==> src/shared/fault_monitor_params.svh <==
// Purpose: offsets, field positions, setting codes and timing counts of the drive fault monitor
// Assumes: 32-bit APB, word-aligned registers
// Notes: all timers count ticks of the 1 ms time base derived from mclk
`ifndef FAULT_MONITOR_PARAMS_SVH
`define FAULT_MONITOR_PARAMS_SVH

// ==========================================================
// register byte offsets
`define OFS_FAULT_STATUS 12'h000
`define OFS_FAULT_MASK 12'h004
`define OFS_MODE_CFG 12'h008
`define OFS_ENC_CFG 12'h00c
`define OFS_SPD_CFG 12'h010
`define OFS_COMM_CFG 12'h014
`define OFS_FB_CFG 12'h018
`define OFS_FB_VALUE 12'h01c
`define OFS_SPEED_VALUE 12'h020
`define OFS_BUS_CMD 12'h024
`define OFS_INPUT_FUNC_LO 12'h028
`define OFS_INPUT_FUNC_HI 12'h02c
`define OFS_LIVE_STATE 12'h030

// ==========================================================
// fault status bit positions
`define BIT_ENC_OPEN 0
`define BIT_SPEED_ERR 1
`define BIT_COMM 2
`define BIT_FB_LOSS 3
`define BIT_STO 4
`define BIT_STO_INPUT 5
`define BIT_STOP_COND 6
`define BIT_BUS_EXT 7
`define BIT_INPUT_EXT 8
`define NUM_FAULTS 16

// bus command word bit that raises the bus external fault
`define BUS_CMD_EXT_BIT 2

// ==========================================================
// setting codes
`define FUNC_EXT_FAULT_A 8'h19
`define FUNC_EXT_FAULT_B 8'h44
`define FUNC_SAFE_STOP 8'h3a
`define STOP_METHOD_RAMP 2'h0
`define STOP_METHOD_COAST 2'h1

// ==========================================================
// timing
`define CLK_HZ 25000000
`define TICK_HZ 1000
`define TICK_CYCLES (`CLK_HZ / `TICK_HZ)

`endif

==> src/shared/fault_monitor_pkg.sv <==
// Purpose: types shared by the drive fault monitor
// Assumes: nothing
// Notes: counters and settings widths
package fault_monitor_pkg;
  typedef logic [15:0] time_set_t;
  typedef logic [15:0] level_t;
  typedef logic [7:0] func_code_t;
  typedef enum logic [2:0] {
    apb_idle = 3'b001,
    apb_setup = 3'b010,
    apb_access = 3'b100
  } apb_state_t;
endpackage

==> src/rtl/pin_sync.sv <==
// Purpose: three-stage synchroniser with agreement filter for pin inputs
// Assumes: input asynchronous to mclk
// Notes: output changes only when stages two and three agree
module pin_sync #(
  parameter int WIDTH = 1
) (
  input wire logic mclk,
  input wire logic rst,
  input wire logic clk_en,
  input wire logic [WIDTH-1:0] pin,
  output logic [WIDTH-1:0] level
);
  logic [WIDTH-1:0] stage1;
  logic [WIDTH-1:0] stage2;
  logic [WIDTH-1:0] stage3;
  wire [WIDTH-1:0] agree = ~(stage2 ^ stage3);
  wire [WIDTH-1:0] next_level = (agree & stage3) | (~agree & level);

  always_ff @(posedge mclk or posedge rst) begin
    if (rst) begin
      stage1 <= '0;
      stage2 <= '0;
      stage3 <= '0;
      level <= '0;
    end else if (clk_en) begin
      stage1 <= pin;
      stage2 <= stage1;
      stage3 <= stage2;
      level <= next_level;
    end
  end
endmodule

==> src/rtl/interval_timer.sv <==
// Purpose: counts time base ticks while a condition holds, flags expiry
// Assumes: tick is a one-cycle pulse on mclk
// Notes: a limit of zero expires at the first tick of the condition
`include "fault_monitor_params.svh"
module interval_timer
  import fault_monitor_pkg::*;
(
  input wire logic mclk,
  input wire logic rst,
  input wire logic clk_en,
  input wire logic tick,
  input wire logic cond,
  input wire time_set_t limit,
  output logic expired
);
  time_set_t count;
  wire reached = (count >= limit);
  wire next_expired = cond & tick & reached;

  always_ff @(posedge mclk or posedge rst) begin
    if (rst) begin
      count <= '0;
      expired <= 1'b0;
    end else if (clk_en) begin
      expired <= next_expired;
      // restart whenever the condition drops before expiry
      if (!cond)
        count <= '0;
      else if (tick && !reached)
        count <= count + 16'h0001;
    end
  end
endmodule

==> src/rtl/drive_fault_monitor.sv <==
// Purpose: fault detection for a motor drive, APB register slave
// Assumes: mclk 25 MHz, rst asynchronous active high
// Notes: status bits are sticky, cleared by writing one or by fault_reset
//
// Chosen here: the APB register port and the register offsets.
`include "fault_monitor_params.svh"
module drive_fault_monitor
  import fault_monitor_pkg::*;
#(
  parameter int TICK_CYCLES = `TICK_CYCLES
) (
  input wire logic mclk,
  input wire logic rst,
  input wire logic clk_en,
  input wire logic psel,
  input wire logic penable,
  input wire logic pwrite,
  input wire logic [11:0] paddr,
  input wire logic [31:0] pwdata,
  input wire logic [3:0] pstrb,
  output logic [31:0] prdata,
  output logic pready,
  output logic pslverr,
  input wire logic encoder_pulse,
  input wire logic bus_msg_valid,
  input wire logic safety_input_a,
  input wire logic safety_input_b,
  input wire logic safety_reference,
  input wire logic [7:0] digital_inputs,
  input wire logic fault_reset,
  output logic encoder_open_fault,
  output logic speed_error_fault,
  output logic comm_fault,
  output logic feedback_loss_fault,
  output logic safe_torque_off_fault,
  output logic safe_torque_off_input_fault,
  output logic input_stop_condition,
  output logic bus_external_fault,
  output logic [7:0] input_external_fault,
  output logic irq
);

  // ==========================================================
  // settings registers
  logic [`NUM_FAULTS-1:0] fault_status;
  logic [`NUM_FAULTS-1:0] fault_mask;
  logic [2:0] control_mode;
  logic [1:0] stop_method;
  logic [1:0] ext_fault_sel;
  time_set_t enc_open_time;
  level_t spd_level;
  time_set_t spd_time;
  logic [1:0] spd_action;
  time_set_t comm_time;
  logic [1:0] comm_action;
  level_t fb_level;
  time_set_t fb_time;
  logic [1:0] fb_action;
  level_t fb_value;
  level_t speed_value;
  logic [15:0] bus_cmd;
  func_code_t input_func [8];

  // ==========================================================
  // pin synchronisers
  logic enc_sync;
  logic msg_sync;
  logic [2:0] safety_sync;
  logic [7:0] din_sync;

  pin_sync #(.WIDTH(1)) u_sync_enc (
    .mclk(mclk), .rst(rst), .clk_en(clk_en), .pin(encoder_pulse), .level(enc_sync)
  );
  pin_sync #(.WIDTH(1)) u_sync_msg (
    .mclk(mclk), .rst(rst), .clk_en(clk_en), .pin(bus_msg_valid), .level(msg_sync)
  );
  pin_sync #(.WIDTH(3)) u_sync_safety (
    .mclk(mclk), .rst(rst), .clk_en(clk_en),
    .pin({safety_reference, ~safety_input_b, ~safety_input_a}), .level(safety_sync)
  );
  pin_sync #(.WIDTH(8)) u_sync_din (
    .mclk(mclk), .rst(rst), .clk_en(clk_en), .pin(digital_inputs), .level(din_sync)
  );

  // edge detection on filtered levels, so each pulse or message counts once
  logic enc_prev;
  logic msg_prev;
  wire enc_edge = enc_sync & ~enc_prev;
  wire msg_edge = msg_sync & ~msg_prev;

  // ==========================================================
  // 1 ms time base
  logic [31:0] tick_count;
  logic tick;
  wire tick_wrap = (tick_count == 32'(TICK_CYCLES - 1));
  wire [31:0] next_tick_count = tick_wrap ? 32'h0000_0000 : tick_count + 32'h0000_0001;

  always_ff @(posedge mclk or posedge rst) begin
    if (rst) begin
      tick_count <= 32'h0000_0000;
      tick <= 1'b0;
      enc_prev <= 1'b0;
      msg_prev <= 1'b0;
    end else if (clk_en) begin
      tick_count <= next_tick_count;
      tick <= tick_wrap;
      enc_prev <= enc_sync;
      msg_prev <= msg_sync;
    end
  end

  // ==========================================================
  // qualifying conditions
  function automatic logic is_ext_func(input func_code_t code);
    return (code == `FUNC_EXT_FAULT_A) || (code == `FUNC_EXT_FAULT_B);
  endfunction

  // control modes 1, 3, 4 use the encoder
  wire encoder_mode = (control_mode == 3'h1) || (control_mode == 3'h3) ||
    (control_mode == 3'h4);
  wire spd_armed = encoder_mode && (spd_action <= 2'h1);
  wire comm_armed = (comm_action <= 2'h2);
  wire fb_armed = (fb_action == 2'h2);
  wire ext_armed = (ext_fault_sel <= 2'h1);

  // a pulse restarts the open-circuit interval
  wire enc_cond = encoder_mode && !enc_edge;
  wire spd_cond = spd_armed && (speed_value > spd_level);
  wire comm_cond = comm_armed && !msg_edge;
  wire fb_cond = fb_armed && (fb_value < fb_level);

  logic enc_expired;
  logic spd_expired;
  logic comm_expired;
  logic fb_expired;

  interval_timer u_tmr_enc (
    .mclk(mclk), .rst(rst), .clk_en(clk_en), .tick(tick),
    .cond(enc_cond), .limit(enc_open_time), .expired(enc_expired)
  );
  interval_timer u_tmr_spd (
    .mclk(mclk), .rst(rst), .clk_en(clk_en), .tick(tick),
    .cond(spd_cond), .limit(spd_time), .expired(spd_expired)
  );
  interval_timer u_tmr_comm (
    .mclk(mclk), .rst(rst), .clk_en(clk_en), .tick(tick),
    .cond(comm_cond), .limit(comm_time), .expired(comm_expired)
  );
  interval_timer u_tmr_fb (
    .mclk(mclk), .rst(rst), .clk_en(clk_en), .tick(tick),
    .cond(fb_cond), .limit(fb_time), .expired(fb_expired)
  );

  // inputs a, b enter inverted: every bit is 0 when connected, so reset raises no fault
  wire sto_event = |safety_sync;

  // terminal n uses setting n
  wire [7:0] safe_stop_sel;
  wire [7:0] ext_event;
  genvar gi;
  generate
    for (gi = 0; gi < 8; gi++) begin : g_term
      assign safe_stop_sel[gi] = (input_func[gi] == `FUNC_SAFE_STOP);
      assign ext_event[gi] = ext_armed && is_ext_func(input_func[gi]) &&
        din_sync[gi];
    end
  endgenerate

  wire sto_input_event = (stop_method == `STOP_METHOD_COAST) &&
    |(safe_stop_sel & ~din_sync);
  wire stop_cond_event = (stop_method == `STOP_METHOD_RAMP) &&
    |(safe_stop_sel & din_sync);
  wire bus_ext_event = bus_cmd[`BUS_CMD_EXT_BIT];

  wire [`NUM_FAULTS-1:0] fault_events = {
    ext_event, bus_ext_event, stop_cond_event, sto_input_event, sto_event,
    fb_expired, comm_expired, spd_expired, enc_expired
  };

  // ==========================================================
  // apb slave
  apb_state_t apb_state;
  wire apb_access_cyc = psel && penable;
  wire wr_en = apb_access_cyc && pwrite && (apb_state == apb_setup);
  wire addr_ok = (paddr[1:0] == 2'h0) && (paddr <= `OFS_LIVE_STATE);
  wire [31:0] wmask = {{8{pstrb[3]}}, {8{pstrb[2]}}, {8{pstrb[1]}}, {8{pstrb[0]}}};
  wire [31:0] w_status = pwdata & wmask;

  function automatic logic [15:0] merge16(input logic [15:0] old, input logic [31:0] data,
                                          input logic [31:0] msk);
    return (old & ~msk[15:0]) | (data[15:0] & msk[15:0]);
  endfunction

  wire write_status = wr_en && (paddr == `OFS_FAULT_STATUS);
  logic fault_reset_sync;
  // a new event wins over a write-one clear and over fault reset, which clears all else
  wire [`NUM_FAULTS-1:0] next_fault_status = fault_reset_sync ? fault_events :
    ((fault_status & ~(write_status ? w_status[`NUM_FAULTS-1:0] : 16'h0000)) | fault_events);

  pin_sync #(.WIDTH(1)) u_sync_reset (
    .mclk(mclk), .rst(rst), .clk_en(clk_en), .pin(fault_reset), .level(fault_reset_sync)
  );

  logic [31:0] rd_mux;
  always_comb begin
    rd_mux = 32'h0000_0000;
    case (paddr)
      `OFS_FAULT_STATUS: rd_mux = {16'h0000, fault_status};
      `OFS_FAULT_MASK: rd_mux = {16'h0000, fault_mask};
      `OFS_MODE_CFG: rd_mux = {24'h000000, ext_fault_sel, 1'b0, stop_method, control_mode};
      `OFS_ENC_CFG: rd_mux = {16'h0000, enc_open_time};
      `OFS_SPD_CFG: rd_mux = {spd_action, 14'h0000, spd_time};
      `OFS_COMM_CFG: rd_mux = {14'h0000, comm_action, comm_time};
      `OFS_FB_CFG: rd_mux = {14'h0000, fb_action, fb_time};
      `OFS_FB_VALUE: rd_mux = {fb_level, fb_value};
      `OFS_SPEED_VALUE: rd_mux = {spd_level, speed_value};
      `OFS_BUS_CMD: rd_mux = {16'h0000, bus_cmd};
      `OFS_INPUT_FUNC_LO: rd_mux = {input_func[3], input_func[2], input_func[1], input_func[0]};
      `OFS_INPUT_FUNC_HI: rd_mux = {input_func[7], input_func[6], input_func[5], input_func[4]};
      `OFS_LIVE_STATE: rd_mux = {8'h00, din_sync, 4'h0, safety_sync, enc_sync, fault_events[7:0]};
      default: rd_mux = 32'h0000_0000;
    endcase
  end

  // no wait state: setup, then access answered in its first cycle
  apb_state_t next_apb_state;
  always_comb begin
    case (apb_state)
      apb_idle: next_apb_state = (psel && !penable) ? apb_setup : apb_idle;
      apb_setup: next_apb_state = apb_access;
      apb_access: next_apb_state = (psel && !penable) ? apb_setup : apb_idle;
      default: next_apb_state = apb_idle;
    endcase
  end

  always_ff @(posedge mclk or posedge rst) begin
    if (rst) begin
      apb_state <= apb_idle;
      pready <= 1'b0;
      pslverr <= 1'b0;
      prdata <= 32'h0000_0000;
    end else if (clk_en) begin
      apb_state <= next_apb_state;
      pready <= (apb_state == apb_setup) ? 1'b0 : (next_apb_state == apb_setup);
      pslverr <= (next_apb_state == apb_setup) && !addr_ok;
      if (next_apb_state == apb_setup && !pwrite)
        prdata <= rd_mux;
    end
  end

  // ==========================================================
  // register writes
  always_ff @(posedge mclk or posedge rst) begin
    if (rst) begin
      fault_status <= 16'h0000;
      fault_mask <= 16'h0000;
      control_mode <= 3'h0;
      stop_method <= 2'h0;
      ext_fault_sel <= 2'h3;
      enc_open_time <= 16'h0000;
      spd_level <= 16'hffff;
      spd_time <= 16'h0000;
      spd_action <= 2'h3;
      comm_time <= 16'h0000;
      comm_action <= 2'h3;
      fb_level <= 16'h0000;
      fb_time <= 16'h0000;
      fb_action <= 2'h0;
      fb_value <= 16'h0000;
      speed_value <= 16'h0000;
      bus_cmd <= 16'h0000;
      for (int i = 0; i < 8; i++)
        input_func[i] <= 8'h00;
    end else if (clk_en) begin
      fault_status <= next_fault_status;
      if (wr_en) begin
        case (paddr)
          `OFS_FAULT_MASK: fault_mask <= merge16(fault_mask, pwdata, wmask);
          `OFS_MODE_CFG: begin
            if (pstrb[0]) begin
              control_mode <= pwdata[2:0];
              stop_method <= pwdata[4:3];
              ext_fault_sel <= pwdata[7:6];
            end
          end
          `OFS_ENC_CFG: enc_open_time <= merge16(enc_open_time, pwdata, wmask);
          `OFS_SPD_CFG: begin
            spd_time <= merge16(spd_time, pwdata, wmask);
            if (pstrb[3])
              spd_action <= pwdata[31:30];
          end
          `OFS_COMM_CFG: begin
            comm_time <= merge16(comm_time, pwdata, wmask);
            if (pstrb[2])
              comm_action <= pwdata[17:16];
          end
          `OFS_FB_CFG: begin
            fb_time <= merge16(fb_time, pwdata, wmask);
            if (pstrb[2])
              fb_action <= pwdata[17:16];
          end
          `OFS_FB_VALUE: begin
            fb_value <= merge16(fb_value, pwdata, wmask);
            fb_level <= merge16(fb_level, {16'h0000, pwdata[31:16]}, {16'h0000, wmask[31:16]});
          end
          `OFS_SPEED_VALUE: begin
            speed_value <= merge16(speed_value, pwdata, wmask);
            spd_level <= merge16(spd_level, {16'h0000, pwdata[31:16]}, {16'h0000, wmask[31:16]});
          end
          `OFS_BUS_CMD: bus_cmd <= merge16(bus_cmd, pwdata, wmask);
          `OFS_INPUT_FUNC_LO: begin
            for (int i = 0; i < 4; i++)
              if (pstrb[i])
                input_func[i] <= pwdata[8*i +: 8];
          end
          `OFS_INPUT_FUNC_HI: begin
            for (int i = 0; i < 4; i++)
              if (pstrb[i])
                input_func[i+4] <= pwdata[8*i +: 8];
          end
          default: ;
        endcase
      end
    end
  end

  // ==========================================================
  // fault outputs, registered
  always_ff @(posedge mclk or posedge rst) begin
    if (rst) begin
      encoder_open_fault <= 1'b0;
      speed_error_fault <= 1'b0;
      comm_fault <= 1'b0;
      feedback_loss_fault <= 1'b0;
      safe_torque_off_fault <= 1'b0;
      safe_torque_off_input_fault <= 1'b0;
      input_stop_condition <= 1'b0;
      bus_external_fault <= 1'b0;
      input_external_fault <= 8'h00;
      irq <= 1'b0;
    end else if (clk_en) begin
      encoder_open_fault <= next_fault_status[`BIT_ENC_OPEN];
      speed_error_fault <= next_fault_status[`BIT_SPEED_ERR];
      comm_fault <= next_fault_status[`BIT_COMM];
      feedback_loss_fault <= next_fault_status[`BIT_FB_LOSS];
      safe_torque_off_fault <= next_fault_status[`BIT_STO];
      safe_torque_off_input_fault <= next_fault_status[`BIT_STO_INPUT];
      input_stop_condition <= next_fault_status[`BIT_STOP_COND];
      bus_external_fault <= next_fault_status[`BIT_BUS_EXT];
      input_external_fault <= next_fault_status[`BIT_INPUT_EXT +: 8];
      irq <= |(next_fault_status & fault_mask);
    end
  end

endmodule

==> config.mk <==
export PLATFORM = sky130hd
export DESIGN_NAME = drive_fault_monitor
export DESIGN_NICKNAME = d
export VERILOG_FILES = /design/src/shared/fault_monitor_pkg.sv /design/src/rtl/pin_sync.sv /design/src/rtl/interval_timer.sv /design/src/rtl/drive_fault_monitor.sv
export VERILOG_INCLUDE_DIRS = /design/src /design/src/shared
export SDC_FILE = /design/constraint.sdc
export NUM_CORES = 1
export LEC_CHECK = 0
export ABC_AREA = 1
export BUFFER_PORTS_ARGS = -buffer_cell sky130_fd_sc_hd__buf_2
export CAP_MARGIN = 0
export CORE_ASPECT_RATIO = 1.25
export CORE_MARGIN = 4
export CORE_UTILIZATION = 42
export CTS_CLUSTER_SIZE = 12
export DETAILED_ROUTE_END_ITERATION = 8
export RECOVER_POWER = 50
export SYNTH_ARGS = -nofsm -noshare
export SYNTH_HDL_FRONTEND = slang
export SYNTH_SLANG_ARGS = --single-unit
==> constraint.sdc <==
create_clock -name mclk -period 17.3 [get_ports mclk]
set_clock_uncertainty 0.1 [all_clocks]
set_input_delay 3.46 -clock mclk [delete_from_list [all_inputs] [get_ports mclk]]
set_output_delay 3.46 -clock mclk [all_outputs]
set_load 0.005 [all_outputs]
Word level (Yosys, flattened, before mapping). Index checks and enable logic that the tools add are counted. W data, S select, Z words.

Eq/ne operators: 50. Mux-type cells: 15. Bitwise gates (word level): 73. Reduce and logical (&&, ||, !) cells: 87. $lt $le $gt $ge: 10. Add/subtract/negate cells: 5.

Operator list (count): $pmux W32 S13 (1); $and A16 B16 Y16 (15); $or A16 B16 Y16 (11); $mux W16 (10); $add A16 B1 Y16 const B (4); $eq A8 B5 Y1 const B (8); $eq A8 B6 Y1 const B (8); $eq A8 B7 Y1 const B (8); $ge A16 B16 Y1 (4); $eq A12 B6 Y1 const B (5); $eq A12 B5 Y1 const B (4); $not A16 Y16 (3); $reduce_and A4 Y1 (12); $logic_and A1 B1 Y1 (35); $add A32 B1 Y32 const B (1); $and A8 B8 Y8 (4); $eq A32 B15 Y1 const B (1); $mux W32 (1); $eq A12 B4 Y1 const B (2); $not A8 Y8 (3); $reduce_and A3 Y1 (8); $and A1 B1 Y1 (16); $gt A16 B16 Y1 (1); $lt A16 B16 Y1 (1); other kinds (31) (74).

Bits of input ports: 68. Logic and storage cells: 311. Output and inout bits: 51. Register bits: 466.

Logic depth before layout (Yosys ltp).
Depth in word-level cells: 11. Depth in mapped cells: 15. Mapped depth without buffers: 14.

By module. Synthesis repeated with hierarchy kept, for this count alone.

Cell total of the unflattened synthesis: 3363. Area total of the unflattened synthesis: 25339.3 µm².

By module, submodules not included: drive_fault_monitor (instances 1, sequential area each 8186.6 µm², area each 16826.1 µm², cells an instance 2175); interval_timer (instances 4, sequential area each 425.4 µm², area each 1529.0 µm², cells an instance 226); pin_sync (u_sync_din) (instances 1, sequential area each 800.8 µm², area each 1391.3 µm², cells an instance 163); pin_sync (u_sync_safety) (instances 1, sequential area each 300.3 µm², area each 514.2 µm², cells an instance 61); pin_sync (u_sync_enc ...) (instances 3, sequential area each 100.1 µm², area each 163.9 µm², cells an instance 20).

Worst setup path after synthesis. Ideal clock, no wire load.

Kind: in2reg. Start point: input paddr[11]. End point: register irq. Stages on the path: 12. Setup slack: 12.374 ns. Path buffers: 0. Arrival: 4.709 ns. Required time: 17.083 ns. Library setup time: 0.117 ns. Cell sequence: nor2_2 -> nand2_2 -> inv_2 -> nand2_1 -> nor2_2 -> nand2_1 -> o21ai_1 -> nand2_1 -> a21oi_1 -> nand3_1 -> nor2_1 -> nor2_1.

Longest elaborated chain between the ends: 9.

RTL lines: start: declaration (line drive_fault_monitor.sv:18) `input wire logic [11:0] paddr,`; $logic_not A12 Y1; $logic_and A1 B1 Y1 (line drive_fault_monitor.sv:194) `` wire write_status = wr_en && (paddr == `OFS_FAULT_STATUS); ``; $mux W16 (line drive_fault_monitor.sv:198) `` ((fault_status & ~(write_status ? w_status[`NUM_FAULTS-1:0] : 16'h0000)) | fault_events); ``; $not A16 Y16 (line drive_fault_monitor.sv:198); $and A16 B16 Y16 (line drive_fault_monitor.sv:198); $or A16 B16 Y16 (line drive_fault_monitor.sv:198); $mux W16 (line drive_fault_monitor.sv:197) `` wire [`NUM_FAULTS-1:0] next_fault_status = fault_reset_sync ? fault_events : ``; $and A16 B16 Y16 (line drive_fault_monitor.sv:351) `irq <= |(next_fault_status & fault_mask);`; $reduce_or A16 Y1 (line drive_fault_monitor.sv:351); end signal: assignment (line drive_fault_monitor.sv:351); end: declaration (line drive_fault_monitor.sv:40) `output logic irq`.

No other way between the ends. A chain may end at the register's enable or synchronous reset.

==> run summary <==
### Timing
• -264% — max-slew headroom at the worst pin
• 9.70 ns — post-route minimum period
• no — setup repair after global routing missed its margin
• 0 — final setup vio count
• 0.368 ns — hold slack
• 56.1% — final worst-path cycle share
• 0 ns — final setup TNS
• 353 — Final Slew Violations
• 0 — Fin. Hold Viols
• 103 MHz — FMAX
• 5.43 ns — Slew @ Worst Pin

### Setup path
• 3.00 ns — stage delay of the slowest cell on the critical path
• 9.47 ns — arrival time of data at the critical path endpoint
• buf_2, clkinvlp_2, clkbuf_1 — critical path cell sequence
• sky130_fd_sc_hd__clkinvlp_2 — cell type of the slowest stage on the worst timing path
• primary input — startpoint types
• buffers and inverters — dominant delay contributor by cell family on the critical path
• 17.07 ns — required time worst endpoint
• async pin — critical path endpoint category
• 124 — largest driver fanout on the critical path
• 3 — CP Buf/Inv Count
• primary input to async pin — type of the setup path with the least slack

### Place
• 0.991 — global placement routability congestion
• 118 — IO Port Bufs
• 0.0260 mm2 — DP Area
• 61.0 mm — final HPWL from detailed placement

### Clock tree
• 3 — maximum number of buffers from clock root to sink
• 0 — Setup Buffers After CTS
• 450 — number of clock sinks
• sky130_fd_sc_hd__clkbuf_16 — buffer type at the clock tree root
• 2 — count of H-tree levels built during CTS
• 0 — post-cts gate resize count
• 0.06 ns — CTS clock-pin slew for the worst setup and hold paths
• 49 — number of buffers created by CTS
• 0.61 ns — worst-skew pair later-pin latency
• built — TritonCTS clock tree
• 0 — number of hold buffers added after CTS

### Min path
• register to register — Hold Path Class

### Power and ir drop
• 12.7 nW — leakage
• 81.6 uV — worst supply voltage drop on vdd
• 86.3 mW/mm2 — power per standard cell area
• 2.38 mW — overall power

### Layout
• 11.1% — area added between synthesis and finish
• 0 — Antenna Diode Count
• 3456 — post-layout net count
• 8.39% — share of layout cells above drive strength 1
• 47.2% — share of the core filled with cells
• 0.0276 mm2 — final std cell area, no fill
• 6000 — number of filler instances in the final layout

### Synth
• 7.75 um2 — post-synthesis area per instance
• sky130_fd_sc_hd__dfrtp_1 — dominant cell type by area after synthesis
• 45.5% — sequential area share after synthesis
• 0 — Ys Warns
• 0.0248 mm2 — synthesized area
• 54 — Synth cell types
• 0 — number of synthesized flops with an enable pin
• sky130_fd_sc_hd__dfrtp_1 43%, sky130_fd_sc_hd__nand2_1 13%, sky130_fd_sc_hd__o21ai_0 7.1%, sky130_fd_sc_hd__inv_1 5.8%, sky130_fd_sc_hd__ha_1 5.0% — leading post-synthesis cells by cell area
• 450 — flip-flop and latch count after synthesis
• 43.1% — post-synth top area share
• 3203 — number of standard cells after synthesis
• sky130_fd_sc_hd__dfrtp_1 — most instantiated flip-flop cell in the synthesis netlist
• 100% — fraction of registers with async set/reset
• 3371 — post-synthesis net count

### Drt
• 0 — DRC violations left
• 21974 — Via Count
• 1944 — DRC violation total after the first TritonRoute iteration
• 82.0 mm — drt total wl
• 4.72 mm — detailed-routed wire length on met3
• 33.6 mm — routed length on met1
• 6 — number of detailed-route iterations in the first pass
• 20.1 um — WL per Instance
• 0 — Post-DRT Antenna Nets
• 38.8 mm — met2 wire length
• 5.38 — Via density
• met4 — highest layer used for signal routing

### Floorplan
• 225 um — overall die width
• 42.4% — initial cell density of the core
• 0.0585 mm2 — standard cell core area
• 280 um — die height
• 119 — number of top-level pins
• 99 — number of placement rows
• 0.0631 mm2 — die area

### Global route
• 125 — maximum number of pins on one net before global-route repair
• 126 mm — wire length of the first global-routing pass
• 0 — total global routing overflow
• 25.8% — Total Routing Usage GR
• 0 — initial antenna violation count
• 20967 — via count of the first global-routing pass

### Run
• 6 — max-cap viol count

### Outcome
• max-capacitance violations, max-slew violations — failing checks
• complete, but fails checks — outcome

-- layer usage --
metal / up-vias / global-route usage (%)
li1: 10686 / -
met1: 10341 / 33.2
met2: 734 / 43.0
met3: 213 / 3.49
met4: 0 / 12.8
met5: - / 0
-- cells by family (layout without fill, tap and decap cells) --
family                   Yosys count  count (layout)  share of synthesized area [%]
AND/OR/NAND/NOR                 1516            1516                           26.2
AO/OA/AOI/OAI                    587             587                           13.3
buffers and inverters            490             614                           7.78
flip-flops                       450             450                           45.5
adder cells (fa/ha/maj)          100             100                           5.04
XOR/XNOR                          60              60                           2.12
-- worst paths after layout --
path / end / depth (start not counted) / slack (ns) / from
worst max register to register: register / 10 / 12.91 / apb_state[2]
min in group asynchronous: tick_count[22] / 2 / 4.44 / rst
worst min-delay path: u_sync_din.stage2[1] / 2 / 0.37 / u_sync_din.stage2[1]
worst max-delay path: u_sync_enc.stage3 / 3 / 7.60 / rst
max in group mclk: u_tmr_comm.count[8] / 6 / 8.71 / clk_en
worst min register to register: u_sync_din.stage2[1] / 2 / 0.37 / u_sync_din.stage2[1]
-- Yosys cell counts (10+ instances only) --
| library cell | instances |
|---|---|
| sky130_fd_sc_hd__a21oi_1 | 69 |
| sky130_fd_sc_hd__buf_2 | 32 |
| sky130_fd_sc_hd__clkbuf_1 | 51 |
| sky130_fd_sc_hd__dfrtp_1 | 427 |
| sky130_fd_sc_hd__dfstp_2 | 23 |
| sky130_fd_sc_hd__ha_1 | 100 |
| sky130_fd_sc_hd__inv_1 | 382 |
| sky130_fd_sc_hd__nand2_1 | 879 |
| sky130_fd_sc_hd__nand2_2 | 10 |
| sky130_fd_sc_hd__nand3_1 | 188 |
| sky130_fd_sc_hd__nand4_1 | 45 |
| sky130_fd_sc_hd__nor2_1 | 261 |
| sky130_fd_sc_hd__nor3_1 | 53 |
| sky130_fd_sc_hd__nor4_1 | 25 |
| sky130_fd_sc_hd__o21ai_0 | 351 |
| sky130_fd_sc_hd__o21ai_2 | 32 |
| sky130_fd_sc_hd__o22ai_1 | 76 |
| sky130_fd_sc_hd__xor2_1 | 51 |
-- worst reg2reg max path, cell delays in order (launching register included) --
cell	delay (ns)
sky130_fd_sc_hd__dfrtp_1	0.42
sky130_fd_sc_hd__nor2_4	0.12
sky130_fd_sc_hd__nand2_2	0.13
sky130_fd_sc_hd__inv_2	0.09
sky130_fd_sc_hd__nand2_2	0.05
sky130_fd_sc_hd__nor2_1	0.53
sky130_fd_sc_hd__clkinvlp_2	0.60
sky130_fd_sc_hd__nor3_1	1.56
sky130_fd_sc_hd__nand2_4	0.41
sky130_fd_sc_hd__nand2_1	0.21
sky130_fd_sc_hd__o21ai_2	0.06
-- layout by cell type (no fill, tap or decap), types with 7 or more instances in the layout --
| master | instances |
|---|---|
| sky130_fd_sc_hd__a21oi_1 | 69 |
| sky130_fd_sc_hd__buf_2 | 86 |
| sky130_fd_sc_hd__buf_4 | 10 |
| sky130_fd_sc_hd__clkbuf_1 | 47 |
| sky130_fd_sc_hd__clkbuf_16 | 49 |
| sky130_fd_sc_hd__clkbuf_8 | 14 |
| sky130_fd_sc_hd__clkinv_2 | 7 |
| sky130_fd_sc_hd__dfrtp_1 | 427 |
| sky130_fd_sc_hd__dfstp_2 | 23 |
| sky130_fd_sc_hd__ha_1 | 100 |
| sky130_fd_sc_hd__inv_1 | 381 |
| sky130_fd_sc_hd__nand2_1 | 879 |
| sky130_fd_sc_hd__nand2_2 | 10 |
| sky130_fd_sc_hd__nand3_1 | 188 |
| sky130_fd_sc_hd__nand3b_1 | 9 |
| sky130_fd_sc_hd__nand4_1 | 45 |
| sky130_fd_sc_hd__nor2_1 | 261 |
| sky130_fd_sc_hd__nor2_2 | 7 |
| sky130_fd_sc_hd__nor2_4 | 7 |
| sky130_fd_sc_hd__nor3_1 | 56 |
| sky130_fd_sc_hd__nor3b_1 | 8 |
| sky130_fd_sc_hd__nor4_1 | 27 |
| sky130_fd_sc_hd__o2111ai_1 | 9 |
| sky130_fd_sc_hd__o21ai_0 | 351 |
| sky130_fd_sc_hd__o21ai_2 | 32 |
| sky130_fd_sc_hd__o22ai_1 | 76 |
| sky130_fd_sc_hd__xnor2_1 | 9 |
| sky130_fd_sc_hd__xor2_1 | 51 |
-- area by class of cell --
class / instances / area (um2) / share of cell area (%)
clock buffer: 75 / 1460 / 5.31
timing repair buffer: 131 / 637 / 2.31
clock inverter: 15 / 204 / 0.740
tap: 757 / 947 / 3.44
sequential: 450 / 11300 / 40.9
multi-input combinational: 2263 / 11600 / 41.9
inverter: 393 / 1480 / 5.36
-- stage by stage --
stage / std cells / setup slack, ns
after floorplan: 3203 / 1.24
after global placement: 3994 / 10.32
after detailed placement: 3994 / 10.33
after CTS: 4084 / 10.96
after global routing: 4084 / 6.23
final: 4084 / 7.60
-- power by group --
group | internal (mW) | switching, mW
clock network | 0.643 | 0.453
registers | 1.09 | 0.0369
logic | 0.0419 | 0.118
total | 1.77 | 0.608
Power figures use the tool's default switching activity.
